`config.mk`:
```
export PLATFORM = sky130hd
export DESIGN_NAME = wdt_device_flat
export DESIGN_NICKNAME = d
export VERILOG_FILES = /design/src/hw/wdt_pkg.sv /design/src/hw/wdt_if.sv /design/src/hw/wdt_device.sv /design/src/flat_wrapper.sv
export SDC_FILE = /design/constraint.sdc
export NUM_CORES = 1
export LEC_CHECK = 0
export ABC_AREA = 1
export BUFFER_PORTS_ARGS = -buffer_cell sky130_fd_sc_hd__buf_2
export CELL_PAD_IN_SITES_DETAIL_PLACEMENT = 0
export CELL_PAD_IN_SITES_GLOBAL_PLACEMENT = 2
export CORE_MARGIN = 8
export CORE_UTILIZATION = 37
export CTS_CLUSTER_SIZE = 28
export DETAILED_ROUTE_END_ITERATION = 16
export PLACE_DENSITY_LB_ADDON = 0.05
export SETUP_SLACK_MARGIN = 0.5
export SLEW_MARGIN = 15
export SYNTH_ARGS = -nofsm -noshare
export SYNTH_HDL_FRONTEND = slang
export SYNTH_SLANG_ARGS = --single-unit
export TNS_END_PERCENT = 5
```
`constraint.sdc`:
```
create_clock -name core_clk -period 5.9 [get_ports core_clk]
set_input_delay 0.59 -clock core_clk [delete_from_list [all_inputs] [get_ports core_clk]]
set_output_delay 0.59 -clock core_clk [all_outputs]
set_load 0.05 [all_outputs]
```
`src/hw/wdt_pkg.sv`:
```
// Shared constants for the watchdog device and its host-side controller
package wdt_pkg;

  // ****************************************************************
  // I/O port side
  // ****************************************************************
  localparam int IO_ADDR_W = 16;
  localparam int IO_DATA_W = 8;
  localparam logic [15:0] WD_PORT = 16'h0076;
  localparam logic [15:0] ALT_OFFSET = 16'h0004;
  localparam logic [7:0] FACTOR_OFF = 8'h00;
  // Factor layout: [7:6] mode, [5:3] must be zero, [2:0] period code
  localparam int MODE_HI = 7;
  localparam int MODE_LO = 6;
  localparam int PAD_HI = 5;
  localparam int PAD_LO = 3;
  localparam int CODE_HI = 2;
  localparam logic [1:0] MODE_RESET = 2'h2;
  localparam logic [1:0] MODE_INT = 2'h3;

  // ****************************************************************
  // Timing
  // ****************************************************************
  localparam int unsigned CLK_HZ = 20000000;
  localparam int unsigned UNIT_MS = 6000;
  localparam int unsigned HALF_UNIT_MS = UNIT_MS / 2;
  localparam int unsigned HALF_UNIT_CYCLES = HALF_UNIT_MS * (CLK_HZ / 1000);
  localparam int unsigned BLINK_MS = 250;
  localparam int unsigned BLINK_CYCLES = BLINK_MS * (CLK_HZ / 1000);
  localparam int unsigned RESET_PULSE_CYCLES = 16;
  localparam int HALF_W = 4;

  // ****************************************************************
  // Host controller register map (byte offsets on the AHB-Lite bus)
  // ****************************************************************
  localparam logic [7:0] REG_CMD = 8'h00;
  localparam logic [7:0] REG_BASE = 8'h04;
  localparam logic [7:0] REG_STATUS = 8'h08;
  localparam logic [7:0] REG_MASK = 8'h0c;
  localparam logic [7:0] REG_LAST = 8'h10;
  localparam int CMD_ALT_BIT = 8;
  localparam int ST_W = 3;
  localparam int ST_IRQ = 0;
  localparam int ST_RESET = 1;
  localparam int ST_SENT = 2;
  localparam logic [15:0] BASE_RESET = 16'h0000;

  typedef enum logic [3:0] {
    WD_OFF = 4'h1,
    WD_COUNT = 4'h2,
    WD_FIRE = 4'h4,
    WD_ALARM = 4'h8
  } wd_state_type;

endpackage

```
`src/hw/wdt_if.sv`:
```
// Link between the watchdog device and the host that writes its port
`timescale 1ns/1ps
interface wdt_if;
  import wdt_pkg::*;
  logic [IO_ADDR_W-1:0] io_addr;
  logic [IO_DATA_W-1:0] io_wdata;
  logic io_wr;
  logic wd_irq;
  logic wd_reset;

  modport device (
    input io_addr,
    input io_wdata,
    input io_wr,
    output wd_irq,
    output wd_reset
  );

  modport host (
    output io_addr,
    output io_wdata,
    output io_wr,
    input wd_irq,
    input wd_reset
  );
endinterface

```
`src/hw/wdt_device.sv`:
```
// Watchdog timer behind a write-only byte port decoded at WD_PORT and at base_port plus ALT_OFFSET
//
// The AHB-Lite register port is this design's own decision.
`timescale 1ns/1ps
module wdt_device #(
  parameter int unsigned HALF_CYCLES = wdt_pkg::HALF_UNIT_CYCLES,
  parameter int unsigned BLINK_CYCLES = wdt_pkg::BLINK_CYCLES,
  parameter int unsigned PULSE_CYCLES = wdt_pkg::RESET_PULSE_CYCLES
) (
  // Clock and reset
  input wire logic core_clk,
  input wire logic rst,
  // Port written by the host
  wdt_if.device io,
  // Board side
  input wire logic [wdt_pkg::IO_ADDR_W-1:0] base_port,
  output logic led_out
);
  import wdt_pkg::*;

  localparam int PW = $clog2(HALF_CYCLES + 1);
  localparam int BW = $clog2(BLINK_CYCLES + 1);
  localparam int RW = $clog2(PULSE_CYCLES + 1);
  localparam logic [PW-1:0] PRESC_LAST = PW'(HALF_CYCLES - 1);
  localparam logic [BW-1:0] BLINK_LAST = BW'(BLINK_CYCLES - 1);
  localparam logic [RW-1:0] PULSE_LAST = RW'(PULSE_CYCLES - 1);

  // ****************************************************************
  // Period code to number of half units
  // ****************************************************************
  // Code 0 is half a unit, code n is n whole units.
  function automatic logic [HALF_W-1:0] half_limit(input logic [2:0] code);
    logic [HALF_W-1:0] lim;
    lim = (code == 3'h0) ? 4'h1 : {code, 1'b0};
    return lim;
  endfunction

  // ****************************************************************
  // Base port strap synchroniser
  // ****************************************************************
  logic [IO_ADDR_W-1:0] base_meta_q;
  logic [IO_ADDR_W-1:0] base_q;

  always_ff @(posedge core_clk)
  begin
    base_meta_q <= base_port;
    base_q <= base_meta_q;
  end

  // ****************************************************************
  // Write decode
  // ****************************************************************
  wire [IO_ADDR_W-1:0] alt_addr = IO_ADDR_W'(base_q + ALT_OFFSET);
  wire addr_main = (io.io_addr == WD_PORT);
  wire addr_alt = (io.io_addr == alt_addr);
  wire hit = io.io_wr && (addr_main || addr_alt);
  wire [1:0] wr_mode = io.io_wdata[MODE_HI:MODE_LO];
  wire pad_ok = (io.io_wdata[PAD_HI:PAD_LO] == 3'h0);
  wire [2:0] wr_code = io.io_wdata[CODE_HI:0];
  wire wr_reset = hit && pad_ok && (wr_mode == MODE_RESET);
  wire wr_int = hit && pad_ok && (wr_mode == MODE_INT);
  wire wr_enable = wr_reset || wr_int;
  // 00h and every undefined code land here
  wire wr_off = hit && !wr_enable;

  // ****************************************************************
  // Timebase
  // ****************************************************************
  wd_state_type state_q;
  wd_state_type state_d;
  logic [PW-1:0] presc_q;
  logic [HALF_W-1:0] half_q;
  logic [HALF_W-1:0] limit_q;
  logic int_mode_q;
  logic [RW-1:0] pulse_q;
  logic irq_q;
  logic irq_d;
  logic [BW-1:0] blink_cnt_q;
  logic blink_q;

  wire counting = (state_q == WD_COUNT);
  wire tick = counting && (presc_q == PRESC_LAST);
  wire expire = tick && (half_q == limit_q - 4'h1);
  wire pulse_done = (pulse_q == PULSE_LAST);

  // Prescaler restarts on an enabling write so each period is full
  always_ff @(posedge core_clk)
  begin
    if (rst || wr_enable || !counting || tick)
      presc_q <= '0;
    else
      presc_q <= presc_q + PW'(1);
  end

  always_ff @(posedge core_clk)
  begin
    if (rst || wr_enable || !counting)
      half_q <= '0;
    else if (tick)
      half_q <= half_q + 4'h1;
  end

  // Period and mode take effect on the very write that names them
  always_ff @(posedge core_clk)
  begin
    if (rst)
    begin
      limit_q <= 4'h1;
      int_mode_q <= 1'b0;
    end
    else if (wr_enable)
    begin
      limit_q <= half_limit(wr_code);
      int_mode_q <= wr_int;
    end
  end

  // ****************************************************************
  // Control state machine
  // ****************************************************************
  always_comb
  begin
    state_d = state_q;
    case (state_q)
      WD_OFF:
        if (wr_enable)
          state_d = WD_COUNT;
      WD_COUNT:
        if (wr_off)
          state_d = WD_OFF;
        else if (wr_enable)
          state_d = WD_COUNT;
        else if (expire)
          state_d = int_mode_q ? WD_ALARM : WD_FIRE;
      WD_FIRE:
        if (pulse_done)
          state_d = WD_OFF;
      WD_ALARM:
        if (wr_off)
          state_d = WD_OFF;
        else if (wr_enable)
          state_d = WD_COUNT;
      default:
        state_d = WD_OFF;
    endcase
  end

  always_ff @(posedge core_clk)
  begin
    if (rst)
      state_q <= WD_OFF;
    else
      state_q <= state_d;
  end

  // ****************************************************************
  // Expiry outputs
  // ****************************************************************
  // Pulse length is fixed; the system reset it causes clears us anyway
  always_ff @(posedge core_clk)
  begin
    if (rst || state_q != WD_FIRE)
      pulse_q <= '0;
    else if (!pulse_done)
      pulse_q <= pulse_q + RW'(1);
  end

  // Interrupt is a level held until the next write to the port.
  // Enabling interrupt mode from idle raises it at once.
  always_comb
  begin
    irq_d = irq_q;
    if (hit)
      irq_d = 1'b0;
    if (wr_int && state_q == WD_OFF)
      irq_d = 1'b1;
    if (expire && int_mode_q)
      irq_d = 1'b1;
  end

  always_ff @(posedge core_clk)
  begin
    if (rst)
      irq_q <= 1'b0;
    else
      irq_q <= irq_d;
  end

  assign io.wd_irq = irq_q;
  assign io.wd_reset = (state_q == WD_FIRE);

  // ****************************************************************
  // Activity LED
  // ****************************************************************
  always_ff @(posedge core_clk)
  begin
    if (rst || !counting)
    begin
      blink_cnt_q <= '0;
      blink_q <= 1'b0;
    end
    else if (blink_cnt_q == BLINK_LAST)
    begin
      blink_cnt_q <= '0;
      blink_q <= !blink_q;
    end
    else
      blink_cnt_q <= blink_cnt_q + BW'(1);
  end

  assign led_out = blink_q;

endmodule

```
`src/flat_wrapper.sv`:
```
// flat-port wrapper written by rule: the top's interface ports become plain ports
module wdt_device_flat import wdt_pkg::*;
#(
  parameter int unsigned HALF_CYCLES = wdt_pkg::HALF_UNIT_CYCLES,
  parameter int unsigned BLINK_CYCLES = wdt_pkg::BLINK_CYCLES,
  parameter int unsigned PULSE_CYCLES = wdt_pkg::RESET_PULSE_CYCLES
)
  (core_clk, rst, base_port, led_out, io_io_addr, io_io_wdata, io_io_wr, io_wd_irq, io_wd_reset);
  wdt_if io_i ();
  input wire logic core_clk;
  input wire logic rst;
  input wire logic [wdt_pkg::IO_ADDR_W-1:0] base_port;
  output logic led_out;
  input wire logic [$bits(io_i.io_addr)-1:0] io_io_addr;
  input wire logic [$bits(io_i.io_wdata)-1:0] io_io_wdata;
  input wire logic [$bits(io_i.io_wr)-1:0] io_io_wr;
  output wire logic [$bits(io_i.wd_irq)-1:0] io_wd_irq;
  output wire logic [$bits(io_i.wd_reset)-1:0] io_wd_reset;
  assign io_i.io_addr = io_io_addr;
  assign io_i.io_wdata = io_io_wdata;
  assign io_i.io_wr = io_io_wr;
  assign io_wd_irq = io_i.wd_irq;
  assign io_wd_reset = io_i.wd_reset;
  wdt_device #(.HALF_CYCLES(HALF_CYCLES), .BLINK_CYCLES(BLINK_CYCLES), .PULSE_CYCLES(PULSE_CYCLES)) u_core (.core_clk(core_clk), .rst(rst), .io(io_i), .base_port(base_port), .led_out(led_out));
endmodule
```
### Yosys cells after proc, flatten, opt, wreduce, memory -nomap -nowiden

Cells that the tools add are included.

* bits in registers: 101
* input port bits: 43
* output and inout bits: 3
* logic and storage cells: 68

* add/subtract/negate cells: 6
* equality and inequality tests: 15
* multiplexer cells: 12
* reduce and logical (&&, ||, !) cells: 24

Operators with widths (number)
* $mux 4: 8
* $add 26x1->26 const B: 1
* $eq 26x26->1 const B: 1
* $add 23x1->23 const B: 1
* $eq 23x23->1 const B: 1
* $add 16x3->16 const B: 1
* $eq 16x16->1: 1
* $eq 16x7->1 const B: 1
* $pmux 4 s4: 1
* $logic_and 1x1->1: 9
* $logic_or 1x1->1: 7
* $logic_not 3->1: 2
* $add 5x1->5 const B: 1
* $eq 5x4->1 const B: 1
* $add 4x1->4 const B: 1
* $eq 2x2->1 const B: 2
* $eq 4x1->1 const B: 1
* $eq 4x2->1 const B: 1
* $eq 4x3->1 const B: 1
* $eq 4x4->1: 1
* $eq 4x4->1 const B: 1
* $ne 4x2->1 const B: 1
* $ne 4x3->1 const B: 1
* $sub 4x1->4 const B: 1
* other kinds (6): 10

### Longest topological paths before layout

* depth after elaboration: 11
* gate-level depth with buffers: 18
* depth with buffers taken out: 18

### Least setup slack after synthesis

Ideal clock, no wire load.

* kind: reg-to-reg
* from: register u_core.base_q[2]
* to: register u_core.presc_q[12]
* library setup time: 0.123 ns
* arrival time: 1.803 ns
* required time: 5.777 ns
* slack: 3.975 ns
* stages on the path, launching flop included: 16
* path buffers: 1
* period minus slack after synthesis: 1.925 ns
* path through: dfxtp_1 > ha_1 > inv_1 > nor2_2 > nand2_2 > nand2_1 > nand2_1 > nor2_1 > nand2_1 > nor2_1 > nand3_2 > nand2_4 > nand3_4 > nand3_4 > buf_12 > nor3_2

* longest elaborated chain between the ends: 10
* elaborated cells between the ends (all ways): 11
* classes of those cells: 1 x add/sub; 1 x eq/ne; 9 x reduce/logical

Ends and longest elaborated chain
* start, declared: RTL line wdt_device.sv:42 `logic [IO_ADDR_W-1:0] base_q;`
* start signal, assigned: RTL line wdt_device.sv:47 `base_q <= base_meta_q;`
* $add 16x3->16 *: RTL line wdt_device.sv:53 `wire [IO_ADDR_W-1:0] alt_addr = IO_ADDR_W'(base_q + ALT_OFFSET);`
* $eq 16x16->1 *: RTL line wdt_device.sv:55 `wire addr_alt = (io.io_addr == alt_addr);`
* $logic_or 1x1->1 *: RTL line wdt_device.sv:56 `wire hit = io.io_wr && (addr_main || addr_alt);`
* $logic_and 1x1->1 *: RTL line wdt_device.sv:56
* $logic_and 1x1->1 *: RTL line wdt_device.sv:60, wdt_device.sv:61
* $logic_and 1x1->1, on equally long branches: RTL line wdt_device.sv:60, wdt_device.sv:61
* $logic_or 1x1->1 *: RTL line wdt_device.sv:62 `wire wr_enable = wr_reset || wr_int;`
* $logic_or 1x1->1 * (3 in series): RTL line wdt_device.sv:89 `if (rst || wr_enable || !counting || tick)`
* end signal, assigned: RTL line wdt_device.sv:92 `presc_q <= presc_q + PW'(1);`
* end, declared: RTL line wdt_device.sv:71 `logic [PW-1:0] presc_q;`

Every way passes the cells marked *; elsewhere a longest branch is shown, timed or not.
A chain may end at the register's enable or synchronous reset.

### Final worst setup path

* from: register u_core.blink_cnt_q[0]
* to: register u_core.blink_cnt_q[16]

* longest elaborated chain between the ends: 2
* elaborated cells between the ends (all ways): 3
* classes of those cells: 1 x add/sub; 1 x eq/ne; 1 x reduce/logical

Ends and longest elaborated chain
* start, declared: RTL line wdt_device.sv:78 `logic [BW-1:0] blink_cnt_q;`
* start signal, assigned: RTL line wdt_device.sv:208 `blink_cnt_q <= blink_cnt_q + BW'(1);`
* parallel branches: the longest is 2 deep, another holds $add 23x1->23

Parallel ways; which one is timed is not known.

==> metrics.cfg <==
[status]
status = completed

[cts]
post_cts_buffers = 0
path_clk_slew_ps = 70
cts.repair.resized = 0
clk_latency_ps = 340
cts.sinks = 101
clock_path_buffers = 2
tritoncts.num_buffers = 9
root_buffer = clkbuf_16
cts.htree.levels = 3
cts_tree = done
cts_hold_buffers = 0

[routing]
routed_via_density = 4.54
dr.pass1.iters = 6
final_antenna_net_count = 0
via_count = 3987
wl_per_cell_um = 11.8
drc = 0
drt_iter0_drc = 221
wirelength_mm = 10.3

[setup_path]
worstSetupStartpointType = flip-flop
required_ps = 6140
crit_type = reg2reg
reg2reg_from = u_core.blink_cnt_q[0]
startpoint = u_core.blink_cnt_q[0]
r2r.worst_path.cells = 9
crit_path_max_fanout = 17
cp.arrival_ps = 2580
rr_endpoint = u_core.blink_cnt_q[16]
r2r_setup_slack_ps = 3560
endpoint = u_core.blink_cnt_q[16]
cp-end-kind = flip-flop

[timing]
setup_viol = 0
rsz0062_at_grt = no
tightest_slew_ps = 792
fmaxAchievable_mhz = 428
slew_viol_final = 0
layout_min_cycle_time_ps = 2340
finalHoldViolations = 0
hold_ws_ps = 329
maxSlewHeadroom_pct = 46.7
timing.final.ws_setup_ps = 3560
finalCritPeriodShare_pct = 39.6
fin_setup_tns_ps = 0
clock-skew-final_ps = 6.48

[grt]
grt_pass1_wl_mm = 18.0
grt.total_usage_pct = 13.3
grt_max_degree = 27
first_global_vias = 3900
grt_overflow = 0
antenna_found_initial = 0

[power]
power_density_nw_per_um2 = 262
internal_power_mw = 1.14
combPwrFrac_pct = 4.0
netSwitchingFraction_pct = 21.6
ir_drop_mv = 0.134
p_leak_nw = 2.24
p_clk_share_pct = 47.7
power_switching_mw = 0.313
seq_power_share_pct = 48.3

[logic_synthesis]
muxShareOfSynthArea_pct = 0
ys_types = 39
synth_compound_area_share_pct = 5.08
synth_top_family_by_area = simple AND/OR/NAND/NOR gates
netlist_top_cells_area = dfxtp_1 (42%), nand2_1 (12%), inv_1 (7.5%)
synth_fa_ha_area_share_pct = 1.83
yosys.area_share.xor_xnor_pct = 6.41
yosysWarnings = 0
ys_ff_latch = 101
synth_fp_nets = 699
synth_top_area_share_pct = 42.3
synth_area_um2 = 4780
ys_seq_area_share_pct = 42.3
synth_top_flop_cell = dfxtp_1
synthSimpleGateAreaFrac_pct = 35.9
synthArstFlopShare_pct = 0
synth_most_common_cell = nand2_1
synth_commonest_cells = nand2_1 (150), dfxtp_1 (101), inv_1 (96), nor2_1 (73), nand3_1 (43)
synth_edf_count = 0
syn_inst = 649
syn_area_per_cell_um2 = 7.37
synth_area_leader_cell = dfxtp_1

[cells_and_area]
fillers = 1364
multi_input_comb_area_um2 = 2350
diodes = 0
drive_above_1_share_pct = 14.2
nNetsFinal = 752
seqCellArea_um2 = 2020
syn2layout_area_growth_pct = 15.7
fin_cells = 878

[placement]
place_hpwl_mm = 7.93
dp_worst_setup_slack_ps = 3550
gp_congestion = 0.807
dp.cells = 863
port_buffers = 45

[floorplan]
die_w_um = 130
core_um2 = 12600
die_area_um2 = 16800
initial_core_util_pct = 37.9
die_height_um = 130
ios = 46
rows = 41

[run]
drv_cap = 0

[hold_path]
worst_hold_path_type = reg2reg
hold_start = u_core.base_meta_q[6]

==> layout make-up <==
cell class,instances,share of cell area (%)
clock inverter,6,2.15
sequential,101,36.6
timing repair buffer,45,4.07
clock buffer,9,4.07
tap,172,3.89
multi-input combinational,446,42.5
inverter,99,6.74
==> state kept, by name, summed over array words and instances, names as in the netlist, 4 cells and up <==
name / cells
u_core.presc_q: 26
u_core.blink_cnt_q: 23
u_core.base_meta_q: 16
u_core.base_q: 16
u_core.pulse_q: 5
u_core.half_q: 4
u_core.limit_q: 4
u_core.state_q: 4
==> worst max-delay path: stages (launching register included) <==
cell     delay (ps)
dfxtp_1         360
ha_1            180
nand2_1          80
nor2_1          130
nand3_1         170
nor2_1          150
nand4_1         170
nand2_1         500
inv_1           270
and3_1          230
==> power groups by stage <==
stage	Clock [mW]	Sequential [mW]	Combinational, mW
6_report	0.692	0.701	0.0580
5_1_grt	0.744	0.703	0.0676
4_1_cts	0.716	0.701	0.0588
3_5_place_dp	0	0.717	0.0583
3_3_place_gp	0	0.717	0.0583
2_1_floorplan	0	0.715	0.0339
==> worst min path at each step <==
stage	to	slack, ps	cells past startpoint
floorplan	u_core.base_q[0]	310	0
global placement	u_core.base_q[4]	310	0
detailed placement	u_core.base_q[12]	310	0
CTS	u_core.base_meta_q[3]	330	1
global route	u_core.base_meta_q[13]	320	1
finish	u_core.base_q[6]	330	0
==> logic make-up after synthesis <==
family	count (synthesis)
AND/OR/NAND/NOR	361
buffers and inverters	102
flip-flops	101
XOR/XNOR	35
AO/OA/AOI/OAI	43
adder cells (fa/ha/maj)	7
==> per-layer routing <==
layer  GRT usage [%]  vias up  wire length [um]
li1                -     2168                 -
met1            16.7     1767              5200
met2            21.8       45              4640
met3            3.70        7               380
met4            3.48        0               102
met5               0        -                 0
==> layout by cell type, fill, tap and decap left out, types with 9 or more instances in the layout <==
cell,instances
a21oi_1,22
buf_2,45
clkbuf_16,9
dfxtp_1,101
inv_1,96
nand2_1,150
nand3_1,43
nand4_1,14
nor2_1,73
nor2_2,14
nor3_1,19
nor3b_1,10
nor4_1,12
o21ai_0,12
xnor2_1,16
xor2_1,19
==> metrics by stage <==
| step | utilization (%) | total power [mW] | area (um2) |
|---|---|---|---|
| after CTS | 43.8 | 1.48 | 5530 |
| after floorplan | - | 0.749 | 4780 |
| final | 43.8 | 1.45 | 5530 |
| after global placement | 41.1 | 0.775 | 5190 |
| after detailed placement | 41.1 | 0.776 | 5190 |
| after global routing | 43.8 | 1.51 | 5530 |
Note: power is estimated with default switching activity, not from simulation.
